[config.mk]
export PLATFORM = sky130hd
export DESIGN_NAME = tpcsr_receive
export DESIGN_NICKNAME = d
export VERILOG_FILES = /design/src/tpcsr_receive.v
export VERILOG_INCLUDE_DIRS = /design/src
export SDC_FILE = /design/constraint.sdc
export NUM_CORES = 1
export LEC_CHECK = 0
export BUFFER_PORTS_ARGS = -buffer_cell sky130_fd_sc_hd__buf_2
export CORE_MARGIN = 2
export CORE_UTILIZATION = 50
export DETAILED_ROUTE_END_ITERATION = 6
export GPL_TIMING_DRIVEN = 0
export MAX_ROUTING_LAYER = met4
export PLACE_DENSITY_LB_ADDON = 0.25
export SLEW_MARGIN = 20
export SYNTH_ARGS = -nofsm -noshare
export SYNTH_HDL_FRONTEND = slang
export SYNTH_SLANG_ARGS = --single-unit
[constraint.sdc]
create_clock -name clk -period 3.5 [get_ports clk]
set_input_delay 0.525 -clock clk [delete_from_list [all_inputs] [get_ports clk]]
set_output_delay 0.525 -clock clk [all_outputs]
set_load 0.02 [all_outputs]
[src/tpcsr_defs.vh]
// Constants for the ternary receive coding layer.
// Assumes a 125 MHz clock; included by bare name.
`ifndef TPCSR_DEFS_VH
`define TPCSR_DEFS_VH
// Symbol encoding: 2'b01 = +1, 2'b11 = -1, 2'b00 = 0
`define TPCSR_SYM_POS 2'b01
`define TPCSR_SYM_NEG 2'b11
`define TPCSR_SYM_ZERO 2'b00
`define TPCSR_BAL_INIT 3'h2
`define TPCSR_BAL_MIN 3'h1
`define TPCSR_BAL_MAX 3'h4
`define TPCSR_BAL_AFTER_RESET 3'h1
// Triples as {A,B,C}, 2 bits each
`define TPCSR_ALIGN_MARKER 6'h00
`define TPCSR_START_TAIL 6'h17
`define TPCSR_END_TAIL 6'h1D
`define TPCSR_END_ERR_TAIL 6'h35
`define TPCSR_BRST_B1 6'h31
`define TPCSR_BRST_B2 6'h30
`define TPCSR_BRST_B3 6'h33
`define TPCSR_BRST_B4 6'h3F
// Delay line depth between delimiter and data
`define TPCSR_FLUSH_DEPTH 5
// Frame-length guard, in microseconds and clock cycles
`define TPCSR_GUARD_US 2000
`define TPCSR_CLK_MHZ 125
`define TPCSR_GUARD_CYCLES (`TPCSR_GUARD_US * `TPCSR_CLK_MHZ)
// Polarity lock window in cycles
`define TPCSR_POL_WINDOW 65536
`define TPCSR_IDLE_LOCK_COUNT 6'h20
`define TPCSR_IDLE_MISS_MAX 4'h8
`endif

[src/tpcsr_receive.v]
// Receive side of a single-pair ternary coding layer: symbol alignment,
// triple decoding with running balance, descrambling and MII receive output.
// Assumes one ternary symbol per symValid pulse from the medium attachment.
`timescale 1ns/100ps
`include "tpcsr_defs.vh"
`default_nettype none

module tpcsr_receive (
	input wire clk,
	input wire rstn,
	input wire mgmtReset,
	input wire symValid,
	input wire [1:0] symIn,
	input wire localReceiverHealth,
	input wire isMaster,
	input wire loopbackEn,
	input wire [3:0] txd,
	input wire txEn,
	input wire txEr,
	output reg [3:0] rxd,
	output reg rxDv,
	output reg rxEr,
	output wire receiving,
	output wire descramblerLock,
	output wire balanceViolation,
	output wire overlongFrameFlag,
	output wire farReceiverHealth,
	output wire farLowPowerRequest,
	output wire rxPolarityFlipped,
	output wire txMediumMute,
	output wire codingLayerReset
);

	// ------------------------------------------------------------
	// Reset and input synchronisation
	// ------------------------------------------------------------
	reg healthS1_r, healthS2_r, mgmtS1_r, mgmtS2_r, lbS1_r, lbS2_r, porDone_r;
	always @(posedge clk) begin
		healthS1_r <= localReceiverHealth;
		healthS2_r <= healthS1_r;
		mgmtS1_r <= mgmtReset;
		mgmtS2_r <= mgmtS1_r;
		lbS1_r <= loopbackEn;
		lbS2_r <= lbS1_r;
		porDone_r <= rstn;
	end
	// Power-on (rstn) and management reset both hold the layer in reset
	wire layerRst = !rstn || !porDone_r || mgmtS2_r;
	assign codingLayerReset = layerRst;
	wire health = healthS2_r;
	wire loopback = lbS2_r;
	assign txMediumMute = loopback;

	// ------------------------------------------------------------
	// Table functions
	// ------------------------------------------------------------
	// Encode nibble at balance b: returns {change[2:0] signed, triple[5:0]}
	function [8:0] enc;
		input [3:0] n;
		input [2:0] b;
		reg hi;
		begin
			hi = (b != 3'h1);
			enc = 9'h000;
			case (n)
				4'h0: enc = hi ? {3'h7, 6'h0C} : {3'h2, 6'h11};
				4'h1: enc = {3'h0, 6'h0D};
				4'h2: enc = {3'h0, 6'h1C};
				4'h3: enc = (b == 3'h4) ? {3'h6, 6'h0F} : {3'h1, 6'h01};
				4'h4: enc = {3'h0, 6'h34};
				4'h5: enc = hi ? {3'h7, 6'h30} : {3'h2, 6'h05};
				4'h6: enc = (b >= 3'h3) ? {3'h7, 6'h1F} : {3'h1, 6'h35};
				4'h7: enc = {3'h0, 6'h31};
				4'h8: enc = (b == 3'h4) ? {3'h6, 6'h3C} : {3'h1, 6'h10};
				4'h9: enc = (b == 3'h4) ? {3'h5, 6'h3F} : {3'h1, 6'h1D};
				4'hA: enc = (b >= 3'h3) ? {3'h7, 6'h3D} : {3'h1, 6'h17};
				4'hB: enc = {3'h0, 6'h13};
				4'hC: enc = hi ? {3'h7, 6'h37} : {3'h3, 6'h15};
				4'hD: enc = (b == 3'h4) ? {3'h6, 6'h33} : {3'h1, 6'h04};
				4'hE: enc = {3'h0, 6'h07};
				4'hF: enc = hi ? {3'h7, 6'h03} : {3'h2, 6'h14};
				default: enc = 9'h000;
			endcase
		end
	endfunction

	// Inverse: searches all nibbles at the current balance
	function [4:0] dec;
		input [5:0] t;
		input [2:0] b;
		integer i;
		reg [8:0] e;
		begin
			dec = 5'h00;
			for (i = 15; i >= 0; i = i - 1) begin
				e = enc(i[3:0], b);
				if (e[5:0] == t)
					dec = {1'b1, i[3:0]};
			end
		end
	endfunction

	function isBalReset;
		input [5:0] t;
		begin
			isBalReset = (t == `TPCSR_BRST_B1) || (t == `TPCSR_BRST_B2) ||
				(t == `TPCSR_BRST_B3) || (t == `TPCSR_BRST_B4);
		end
	endfunction

	// ------------------------------------------------------------
	// Polarity correction and triple alignment
	// ------------------------------------------------------------
	reg polFlip_r, tripleReady_r, lock_r;
	// Negating a 2-bit code: swap +1 and -1, zero stays
	wire [1:0] symPol = polFlip_r ? (~symIn + 2'h1) : symIn;
	reg [5:0] shift_r, triple_r;
	reg [1:0] phase_r;
	wire inIdle;
	always @(posedge clk) begin
		if (layerRst) begin
			shift_r <= 6'h00;
			phase_r <= 2'h0;
			tripleReady_r <= 1'b0;
			triple_r <= 6'h00;
		end else begin
			tripleReady_r <= 1'b0;
			if (symValid && !loopback) begin
				shift_r <= {shift_r[3:0], symPol};
				if (phase_r == 2'h2) begin
					phase_r <= 2'h0;
					tripleReady_r <= 1'b1;
					triple_r <= {shift_r[3:0], symPol};
				end else begin
					phase_r <= phase_r + 2'h1;
				end
			end
			// Marker never occurs when aligned: slip one symbol
			if (tripleReady_r && inIdle && triple_r == `TPCSR_ALIGN_MARKER)
				phase_r <= (phase_r == 2'h2) ? 2'h0 : phase_r + 2'h1;
		end
	end

	// ------------------------------------------------------------
	// Decode, running balance
	// ------------------------------------------------------------
	reg [2:0] bal_r;
	wire [4:0] decRes = dec(triple_r, bal_r);
	wire [8:0] reenc = enc(decRes[3:0], bal_r);
	wire isBr = isBalReset(triple_r);
	wire isTail = (triple_r == `TPCSR_START_TAIL) || (triple_r == `TPCSR_END_TAIL) ||
		(triple_r == `TPCSR_END_ERR_TAIL);
	wire legal = decRes[4] && (reenc[5:0] == triple_r);
	wire viol = tripleReady_r && !legal && !isBr && !isTail &&
		(triple_r != `TPCSR_ALIGN_MARKER);
	assign balanceViolation = viol;
	reg [2:0] balNxt;
	always @* begin
		balNxt = bal_r;
		if (isBr)
			balNxt = `TPCSR_BAL_AFTER_RESET;
		else if (isTail)
			balNxt = bal_r + 3'h1;
		else if (legal)
			balNxt = bal_r + reenc[8:6];
		if (balNxt < `TPCSR_BAL_MIN || balNxt > `TPCSR_BAL_MAX)
			balNxt = `TPCSR_BAL_INIT;
	end
	always @(posedge clk) begin
		if (layerRst)
			bal_r <= `TPCSR_BAL_INIT;
		else if (tripleReady_r)
			bal_r <= balNxt;
	end

	// ------------------------------------------------------------
	// Side-stream descrambler and idle lock
	// ------------------------------------------------------------
	reg [32:0] scr_r;
	wire tapMid = isMaster ? scr_r[19] : scr_r[12];
	wire scrBit = scr_r[32] ^ tapMid;
	wire [3:0] scrWord = {scr_r[2], scr_r[1], scr_r[0], scrBit};
	// Idle swaps bits 1 and 2 of the scrambler word
	wire [1:0] expIdle = {scrWord[2], scrWord[0]};
	wire idleMatch = (decRes[1:0] == expIdle);
	reg [5:0] goodCnt_r;
	reg [3:0] missCnt_r, farBits_r;
	always @(posedge clk) begin
		if (layerRst) begin
			scr_r <= 33'h0_0000_0001;
			goodCnt_r <= 6'h00;
			missCnt_r <= 4'h0;
			lock_r <= 1'b0;
			farBits_r <= 4'h0;
		end else if (tripleReady_r) begin
			scr_r <= {scr_r[31:0], scrBit};
			if (inIdle && legal) begin
				farBits_r <= decRes[3:0];
				if (idleMatch) begin
					missCnt_r <= 4'h0;
					if (goodCnt_r == `TPCSR_IDLE_LOCK_COUNT)
						lock_r <= 1'b1;
					else
						goodCnt_r <= goodCnt_r + 6'h01;
				end else begin
					// Reseed from received bits to acquire state
					scr_r <= {scr_r[31:0], decRes[0]};
					goodCnt_r <= 6'h00;
					if (missCnt_r == `TPCSR_IDLE_MISS_MAX)
						lock_r <= 1'b0;
					else
						missCnt_r <= missCnt_r + 4'h1;
				end
			end
		end
	end
	assign descramblerLock = lock_r;
	assign farReceiverHealth = farBits_r[3];
	assign farLowPowerRequest = farBits_r[2];

	// ------------------------------------------------------------
	// Polarity search
	// ------------------------------------------------------------
	reg [16:0] polCnt_r;
	always @(posedge clk) begin
		if (layerRst) begin
			polFlip_r <= 1'b0;
			polCnt_r <= 17'h0_0000;
		end else if (lock_r) begin
			polCnt_r <= 17'h0_0000;
		end else if (polCnt_r == `TPCSR_POL_WINDOW) begin
			polFlip_r <= !polFlip_r;
			polCnt_r <= 17'h0_0000;
		end else begin
			polCnt_r <= polCnt_r + 17'h0_0001;
		end
	end
	assign rxPolarityFlipped = polFlip_r;

	// ------------------------------------------------------------
	// Receive state machine and guard timer
	// ------------------------------------------------------------
	localparam ST_IDLE = 2'h0;
	localparam ST_TAIL = 2'h1;
	localparam ST_DATA = 2'h2;
	localparam ST_HOLD = 2'h3;
	reg [1:0] st_r;
	reg [17:0] guard_r;
	reg [`TPCSR_FLUSH_DEPTH*5-1:0] dly_r;
	reg [4:0] fillCnt_r;
	reg overlong_r, errTail_r;
	assign inIdle = (st_r == ST_IDLE);
	wire [4:0] dlyOut = dly_r[`TPCSR_FLUSH_DEPTH*5-1 -: 5];
	always @(posedge clk) begin
		if (layerRst) begin
			st_r <= ST_IDLE;
			guard_r <= 18'h0_0000;
			dly_r <= {`TPCSR_FLUSH_DEPTH*5{1'b0}};
			fillCnt_r <= 5'h00;
			overlong_r <= 1'b0;
			errTail_r <= 1'b0;
		end else begin
			case (st_r)
				ST_IDLE: begin
					guard_r <= 18'h0_0000;
					errTail_r <= 1'b0;
					if (tripleReady_r && health && isBr)
						st_r <= ST_TAIL;
				end
				ST_TAIL: begin
					if (tripleReady_r) begin
						if (triple_r == `TPCSR_START_TAIL) begin
							st_r <= ST_DATA;
							fillCnt_r <= 5'h00;
						end else begin
							st_r <= ST_IDLE;
							errTail_r <= !isTail;
						end
					end
				end
				ST_DATA: begin
					guard_r <= guard_r + 18'h0_0001;
					if (guard_r == `TPCSR_GUARD_CYCLES - 1) begin
						st_r <= ST_HOLD;
						overlong_r <= 1'b1;
					end else if (tripleReady_r) begin
						dly_r <= {dly_r[`TPCSR_FLUSH_DEPTH*5-6:0], viol, decRes[3:0] ^ scrWord};
						if (fillCnt_r != `TPCSR_FLUSH_DEPTH)
							fillCnt_r <= fillCnt_r + 5'h01;
						if (isBr)
							st_r <= ST_TAIL;
					end
				end
				ST_HOLD: begin
					if (!health || tripleReady_r && triple_r == `TPCSR_ALIGN_MARKER) begin
						st_r <= ST_IDLE;
						overlong_r <= 1'b0;
					end
				end
				default: st_r <= ST_IDLE;
			endcase
		end
	end
	assign overlongFrameFlag = overlong_r;
	assign receiving = (st_r == ST_DATA);

	// ------------------------------------------------------------
	// MII receive output
	// ------------------------------------------------------------
	always @(posedge clk) begin
		if (layerRst) begin
			rxd <= 4'h0;
			rxDv <= 1'b0;
			rxEr <= 1'b0;
		end else if (loopback) begin
			rxd <= txd;
			rxDv <= txEn;
			rxEr <= txEr;
		end else begin
			if (st_r == ST_DATA && fillCnt_r == `TPCSR_FLUSH_DEPTH) begin
				rxd <= dlyOut[3:0];
				rxDv <= 1'b1;
				rxEr <= dlyOut[4];
			end else if (st_r == ST_TAIL && tripleReady_r && isTail &&
					triple_r != `TPCSR_START_TAIL) begin
				rxDv <= 1'b0;
				rxEr <= (triple_r == `TPCSR_END_ERR_TAIL);
			end else if (st_r == ST_TAIL && tripleReady_r && !isTail) begin
				rxDv <= 1'b0;
				rxEr <= 1'b1;
			end else if (inIdle && !errTail_r) begin
				rxDv <= 1'b0;
				rxEr <= 1'b0;
			end else if (st_r == ST_HOLD) begin
				rxDv <= 1'b0;
			end
		end
	end

endmodule // tpcsr_receive
`default_nettype wire

# [After elaboration in Yosys (flattened, before gate mapping)]
# Cells that the tools add are included.
[classes] addsub=9 n_lt_le_gt_ge=3 n_eq_ne=67 muxes=80 bitwise_logic=6 reduce_logical=62
[op_table] operator="9-bit case mux with 16 select lines" n=1
[op_table] operator="5-bit 2-to-1 mux" n=21
[op_table] operator="9-bit 2-to-1 mux" n=10
[op_table] operator="6-bit equality test" n=11
[op_table] operator="4-bit equality test, second input constant" n=9
[op_table] operator="6-bit equality test, second input constant" n=6
[op_table] operator="18-bit case mux with 2 select lines" n=1
[op_table] operator="1-bit 2-to-1 mux" n=22
[op_table] operator="2-bit 2-to-1 mux" n=11
[op_table] operator="18-bit by 1-bit adder with 18-bit output, second input constant" n=1
[op_table] operator="18-bit equality test, second input constant" n=1
[op_table] operator="1-bit logical AND" n=18
[op_table] operator="17-bit by 1-bit adder with 17-bit output, second input constant" n=1
[op_table] operator="17-bit equality test, second input constant" n=1
[op_table] operator="4-bit by 3-bit equality test with 1-bit output, second input constant" n=4
[op_table] operator="4-bit 2-to-1 mux" n=4
[op_table] operator="3-bit AND reduction" n=5
[op_table] operator="2-bit inequality test, second input constant" n=7
[op_table] operator="2-bit nonzero test" n=7
[op_table] operator="5-bit by 6-bit equality test with 1-bit output, first input constant" n=2
[op_table] operator="6-bit by 5-bit equality test with 1-bit output, second input constant" n=2
[op_table] operator="6-bit equality test, first input constant" n=2
[op_table] operator="3-bit 2-to-1 mux" n=4
[op_table] operator="6-bit 2-to-1 mux" n=2
[op_table] operator="other kinds (42)" n=74
[word_totals] reg_bits=147 input_bits=15 output_inout_bits=15

# [Longest topological paths before layout]
# Gate-level depths: netlist of the first run.
[depth] depth_word=29 depth_mapped=21 depth_no_buf=19

# [Worst setup path after synthesis of the first run]
# No wires, ideal clock.
[synth_timing] path_type="register to register" startpoint="register bal_r[2]" endpoint="register bal_r[0]" arrival_ps=3611 path_slack_ps=-228 path_stages_with_launch=22 n_path_buf=2 period_less_slack_ps=3728 path_cell_list="dfxtp_1 > buf_6 > buf_6 > inv_1 > ha_1 > a211oi_1 > xnor2_1 > a31oi_1 > o211a_2 > nand4bb_4 > nand2_1 > nand2_1 > nand4_1 > ha_1 > inv_1 > fa_1 > inv_1 > nor2_1 > a2111oi_0 > o211ai_1 > nor2b_1 > a41o_1"
[synth_between] elab_chain_cells=29 word_cells_on_any_way=67 cone_classes="add/sub (2); order compare (3); eq/ne (28); mux (31); reduce/logical (3)"
[synth_rtl] element="start: declaration" line_no="tpcsr_receive.v:147" source="reg [2:0] bal_r;"
[synth_rtl] element="start signal: assignment" line_no="tpcsr_receive.v:171" source="bal_r <= `TPCSR_BAL_INIT;"
[synth_rtl] element="start signal: assignment" line_no="tpcsr_receive.v:173" source="bal_r <= balNxt;"
[synth_rtl] element="branches (longest 24 deep; another with 9-bit 2-to-1 mux)"
[synth_rtl] element="3-bit 2-to-1 mux (*)" line_no="tpcsr_receive.v:162" source="else if (isTail)"
[synth_rtl] element="3-bit 2-to-1 mux (*)" line_no="tpcsr_receive.v:160" source="if (isBr)"
[synth_rtl] element="3-bit by 1-bit < comparator with 1-bit output (no line) / 3-bit > comparator (equally long branches)"
[synth_rtl] element="1-bit logical OR (no line)"
[synth_rtl] element="3-bit 2-to-1 mux (*)" line_no="tpcsr_receive.v:166" source="if (balNxt < `TPCSR_BAL_MIN || balNxt > `TPCSR_BAL_MAX)"
# Mark *: on every way between the ends.
# A chain may end at the register's enable or synchronous reset.

# [Final worst setup path of the first run]
[layout_timing] startpoint="register bal_r[0]" endpoint="register bal_r[1]"
# Same word-level chain as after synthesis.

==> results.cfg, run 1 <==
[status]
status = finished, violations left
violations = negative setup slack

[placement]
place_area_mm2 = 0.007442
io_buffers = 29
dpl.hpwl_um = 11180
globalplace.congestion = 0.9360

[routing]
via_per_inst = 5.600
wl_um = 17150
vias = 6188
wl_per_cell_um = 15.52
first_pass_iters = 5
drt_iter0_markers = 530
ant_nets = 0
drc = 0

[synth]
synth.area.top_cells = dfxtp_1 (41%), nor2_1 (6.8%), mux2i_1 (6.6%)
syn-cell-area_mm2 = 0.007025
synth-edff-count = 0
syn_nets = 869
synth_ff_type = dfxtp_1
ys_types = 72
seq_area_frac_synth_pct = 41.32
yosysWarnings = 0
synth_top_area_share_pct = 41.32
yosys.area.top_type = dfxtp_1
syn_inst = 839
synth_common_cells = dfxtp_1 (145), nor2_1 (127), nand2_1 (105)
synth_seq_cells = 145
syn_area_per_cell_um2 = 8.374
synthArstFlopShare_pct = 0
yosysMostFrequentCell = dfxtp_1

[power]
p_leak_nw = 2.925
cellPowerDensity_mw_per_mm2 = 426.4
max-vdd-ir-drop_mv = 0.5966
total_power_mw = 3.698

[global_route]
grt_pass1_vias = 5666
grt_max_degree = 17
grt-ovfl-total = 0
grt_pass1_wl_um = 27570
grt_use_total_pct = 23.87
antenna_found_initial = 0

[sta]
slew_headroom_pct = 33.95
fin_crit_ps = 3758
period_share_pct = 107.4
hold_viol = 0
maxSlewViolCount = 0
whs_ps = 195.4
worst_pin_slew_ps = 981.6
rsz0062_at_grt = true
fin_ws_ps = -258.4
fin_skew_ps = 9.457
max_freq_mhz = 266.1
fin_setup_tns_ps = -731.9
setup_viol = 4

[worst_setup_path]
crit_path_end_kind = flop
critical_path_arrival_ps = 4060
worstSetupStartpointType = flop
crit_chain = inv_1, ha_4, nand4_1, buf_4, nor3_2, nor3_2, and4bb_2, nand4bb_4, nand2_2, nand2_1, nand4_1, ha_2, inv_2, fa_2, nor3_2, a2111o_1, a221oi_2, nand3_1
crit_path_max_fanout = 6
critPathSlowestCell = fa_2
r2r-start = bal_r[0]
required_ps = 3800
rr_worst_depth = 18
crit_top_cell = nor3_2
critPathMaxStageDelay_ps = 530
r2r_slack_ps = -260
worstSetupPathType = flop to flop
worstReg2RegEnd = bal_r[1]

[finish]
syn_to_final_growth_pct = 23.42
layout-drive-gt1-share_pct = 17.19
antennaDiodeCount = 0
nets = 942
postLayoutCoreUtil_pct = 62.71
fill_cells = 1144
post-route-cell-area_mm2 = 0.008671

[clock_tree]
clockRootBuffer = clkbuf_16
clkSinkCount = 145
h-tree-depth = 4
cts.reportedPaths.clkPinSlew_ps = 60
postCtsHoldBufs = 0
tritoncts = built
cts_max_path_buffers = 2
clk_latency_ps = 430
numCtsBuffers = 17

[hold_path]
whs_path_depth = 1
holdCritStartpoint = localReceiverHealth
hold_path_end = healthS1_r
hp-class = primary input to flop

[floorplan]
die_h_um = 122.5
rows = 43
die_w_um = 122.5
ios = 30
start_util_pct = 50.81
coreArea_mm2 = 0.01383
dieArea_mm2 = 0.01501

[job]
cap_violations = 0
-- flip-flops by register name, summed over array words and instances (netlist names), 3 cells and up --
register   cells
triple_r       6
goodCnt_r      6
scr_r         33
shift_r        4
bal_r          3
guard_r       18
fillCnt_r      5
dly_r         25
missCnt_r      4
rxd            4
polCnt_r      17
-- layout make-up --
| class | instances | area, µm² | area share [%] |
|---|---|---|---|
| clock inverters | 13 | 209.0 | 2.410 |
| flip-flops and latches | 145 | 2912 | 33.58 |
| well taps | 180 | 225.2 | 2.597 |
| repair buffers | 55 | 364.1 | 4.199 |
| multi-input cells | 620 | 4168 | 48.07 |
| inverters | 29 | 116.4 | 1.342 |
| clock buffers | 19 | 442.9 | 5.108 |
| plain buffers | 44 | 234.0 | 2.698 |
-- worst max-delay path by stage --
stage / startpoint / slack, ps / endpoint / depth (start not counted)
global route: bal_r[0] / -390 / bal_r[1] / 18
finish: bal_r[0] / -260 / bal_r[1] / 18
global placement: bal_r[2] / -540 / bal_r[1] / 19
detailed placement: bal_r[1] / -500 / bal_r[1] / 17
floorplan: bal_r[2] / 2 / bal_r[1] / 19
CTS: bal_r[1] / -160 / bal_r[1] / 17
-- where the power goes --
part / switching (mW) / internal [mW]
Combinational: 0.0355 / 0.0161
Clock: 0.701 / 1.28
Sequential: 0.00532 / 1.66
-- worst max-delay path, delay by kind of cell, from the launching register on --
| kind | cells | cell delay (ps) |
|---|---|---|
| simple gates | 10 | 1270 |
| fa+ha+maj | 3 | 930 |
| compound gates | 2 | 700 |
| flops | 1 | 410 |
| buf+inv | 3 | 310 |
-- metrics by stage --
| step | setup WS (ps) | cells |
|---|---|---|
| floorplan | 1.642 | 839 |
| global placement | -542.4 | 1048 |
| detailed placement | -498.6 | 1048 |
| CTS | -157.9 | 1101 |
| global route | -394.7 | 1105 |
| finish | -258.4 | 1105 |
-- layout by cell type, fill, tap and decap left out, types with 4 or more instances in the layout --
| cell type | netlist | layout |
|---|---|---|
| or3_1 | 6 | 6 |
| nand3b_1 | 4 | 4 |
| o211ai_1 | 8 | 8 |
| nand4_1 | 21 | 21 |
| buf_6 | 4 | 8 |
| nor3_2 | 0 | 4 |
| and3_1 | 12 | 12 |
| nand3_1 | 29 | 29 |
| o21ai_0 | 15 | 13 |
| a21oi_1 | 58 | 57 |
| mux2i_1 | 46 | 46 |
| a22oi_1 | 4 | 4 |
| nor2b_1 | 9 | 8 |
| nor2_1 | 127 | 125 |
| bufinv_16 | 0 | 5 |
| ha_1 | 14 | 9 |
| buf_4 | 6 | 28 |
| nand2_1 | 105 | 102 |
| xnor2_1 | 25 | 23 |
| dfxtp_1 | 145 | 142 |
| o31ai_1 | 5 | 5 |
| clkbuf_1 | 25 | 26 |
| xor2_1 | 24 | 24 |
| a211oi_1 | 8 | 6 |
| buf_2 | 5 | 30 |
| buf_1 | 5 | 5 |
| inv_1 | 28 | 24 |
| nor3_1 | 13 | 8 |
| clkbuf_16 | 0 | 17 |
| nand2b_1 | 7 | 7 |
| ha_4 | 0 | 4 |
| nor4_1 | 11 | 7 |
-- layer usage --
metal	vias up	track usage (%)	routed length, µm
met2	205	36.67	8027
met4	0	9.339	429
met3	48	4.879	943
li1	3062	-	-
met1	2873	30.88	7747
met5	-	-	0
-- logic make-up after synthesis --
logic type / Yosys count / synth area share, %
simple gates: 375 / 25.63
mux: 47 / 6.714
fa+ha+maj: 15 / 2.778
flops: 145 / 41.32
compound gates: 134 / 12.66
xor+xnor: 49 / 6.109
buf+inv: 74 / 4.791
-- what timing repair did --
item | in CTS | in global routing
setup buffers | 21 | 5
pin swaps | 21 | 23
resized for setup | 41 | 34
endpoints found under the setup margin | 4 | 4
No activity file was read; power rests on OpenSTA's default activity.
==> run 2, diff against run 1 <==
--- a/config.mk
+++ b/config.mk
@@ -9,6 +9,7 @@
 export BUFFER_PORTS_ARGS = -buffer_cell sky130_fd_sc_hd__buf_2
 export CORE_MARGIN = 2
 export CORE_UTILIZATION = 50
+export CTS_CLUSTER_DIAMETER = 30
 export DETAILED_ROUTE_END_ITERATION = 6
 export GPL_TIMING_DRIVEN = 0
 export MAX_ROUTING_LAYER = met4
==> constraint.sdc (replaced) <==
create_clock -name clk -period 3.6 [get_ports clk]
set_input_delay 0.54 -clock clk [delete_from_list [all_inputs] [get_ports clk]]
set_output_delay 0.54 -clock clk [all_outputs]
set_load 0.02 [all_outputs]
==> results.cfg, run 2 (synthesized netlist as in run 1, its figures left out) <==
[status]
status = finished, violations left
violations = negative setup slack

[clock_tree]
numCtsBuffers = 17
clockRootBuffer = clkbuf_16
cts.reportedPaths.clkPinSlew_ps = 60
tritoncts = built
cts_max_path_buffers = 2
postCtsHoldBufs = 0
clkSinkCount = 145
clk_latency_ps = 420
h-tree-depth = 4

[power]
pwr-share-comb_pct = 1.5
intPower_mw = 2.639
total_power_mw = 3.405
p_leak_nw = 2.907
cellPowerDensity_mw_per_mm2 = 399.5
max-vdd-ir-drop_mv = 0.3583
power_frac_seq_pct = 47.4
switching_power_uw = 766.1
p_sw_share_pct = 22.50
clkPwrFrac_pct = 51.1

[finish]
largest-register = scr_r
syn_to_final_growth_pct = 21.32
multi_input_area_mm2 = 0.004090
final_cell_mix = dfxtp_1 (141), nor2_1 (126), nand2_1 (103), a21oi_1 (57), mux2i_1 (46)
layout.area.seq_mm2 = 0.002915
fill_cells = 1153
nets = 942
top_regs = scr_r (33), dly_r (25), guard_r (18)
layout-drive-gt1-share_pct = 16.54
largest_reg_flops = 33
antennaDiodeCount = 0
final_common_cell = dfxtp_1
final_cells = 1105

[sta]
worst_pin_slew_ps = 964.4
hold_viol = 0
fin_ws_ps = -159.5
fin_skew_ps = 15.13
setup_viol = 4
max_freq_mhz = 266.0
fin_crit_ps = 3759
rsz0062_at_grt = true
period_share_pct = 104.4
slew_headroom_pct = 35.11
maxSlewViolCount = 0

[global_route]
antenna_found_initial = 0
grt_max_degree = 17
grt_pass1_wl_um = 27190
grt_use_total_pct = 23.41
grt-ovfl-total = 0
grt_pass1_vias = 5698

[floorplan]
dieArea_mm2 = 0.01501
coreArea_mm2 = 0.01383
die_h_um = 122.5
rows = 43
ios = 30
start_util_pct = 50.81
die_w_um = 122.5

[routing]
vias = 6210
wl_per_cell_um = 15.09
ant_nets = 0
wl_um = 16680
first_pass_iters = 5
drt_iter0_markers = 611
drc = 0
via_per_inst = 5.620

[placement]
dpl.hpwl_um = 11120
globalplace.congestion = 0.9212
io_buffers = 29
place_inst = 1048

[worst_setup_path]
crit_path_end_kind = flop
rr_worst_depth = 21
crit_path_max_fanout = 4
critical_path_arrival_ps = 4050
worstSetupStartpointType = flop
required_ps = 3890
worstSetupPathType = flop to flop

[hold_path]
hp-class = primary input to flop
whs_path_depth = 1

[job]
cap_violations = 0
==> run 2: changes by cell type in the layout (fill, tap and decap cells not counted), moves of 2 or more <==
cell       previous run  this run
buf_6                 8         4
nand2_2               3         0
clkinv_2              2         0
nor3_2                4         2
nand2_4               0         2
nor4_4                2         0
buf_4                28        32
bufinv_16             5         1
nor3_1                8        10
inv_8                 0         3
==> run 2: final cells by class <==
cell class                 instances  area share (%)
clock buffer                      19           5.314
timing repair buffer              55           4.037
tap                              180           2.642
sequential                       145           34.20
clock inverter                    13           1.718
multi-input combinational        620           47.99
inverter                          29           1.351
buffer                            44           2.745
==> run 2: through the flow <==
stage	area (µm²)	TNS, ps	hold slack (ps)	worst slack [ps]	util (%)
3_5_place_dp	7415	-1579	312.1	-572.0	53.62
6_report	8523	-465.0	220.9	-159.5	61.64
5_1_grt	8523	-1080	196.5	-312.6	61.64
4_1_cts	8368	-222.5	202.4	-140.9	60.52
3_3_place_gp	7415	-1483	310.9	-543.5	53.62
2_1_floorplan	7044	0	309.6	1.999	-
==> run 2: power by group through the flow <==
stage          registers, mW  clock network, mW  logic (mW)
3_5_place_dp            1.65                  0      0.0498
3_3_place_gp            1.65                  0      0.0495
5_1_grt                 1.61               1.86      0.0555
4_1_cts                 1.61               1.78      0.0504
2_1_floorplan           1.65                  0      0.0267
6_report                1.61               1.74      0.0500
==> run 2: repair_timing <==
item / in CTS / in global routing
gates resized for setup: 45 / 27
pin swaps: 22 / 20
endpoints found under the hold margin: 0 / 0
setup endpoints to repair: 4 / 4
buffers inserted: 18 / 8
==> run 2: worst paths after layout <==
kind | to | startpoint | slack [ps]
min reg2reg | mgmtS2_r | mgmtS1_r | 330
min | mgmtS1_r | mgmtReset | 220
max reg2reg | bal_r[1] | bal_r[2] | -160
max | bal_r[1] | bal_r[2] | -160
==> run 2: metal layers <==
metal  share of wire [%]  track usage, %
met1                  45           30.40
met2                  46           34.58
met3                 5.5           4.647
met4                 3.4           12.00
met5                   0               -
==> run 2: worst max-delay path: stages (launching register included) <==
cell and delay [ps]:
dfxtp_4 360, buf_8 110, clkinvlp_4 120, ha_4 190
a211o_1 350, nand4_1 130, a21boi_4 190, nand2_1 100
nand4bb_4 260, nand2_4 80, nand2_1 50, nand4_1 80
ha_2 180, inv_2 40, fa_2 370, inv_2 110
nor2_4 40, a2111oi_4 310, o211ai_1 180, buf_4 170
or4b_1 150, nand3_1 70
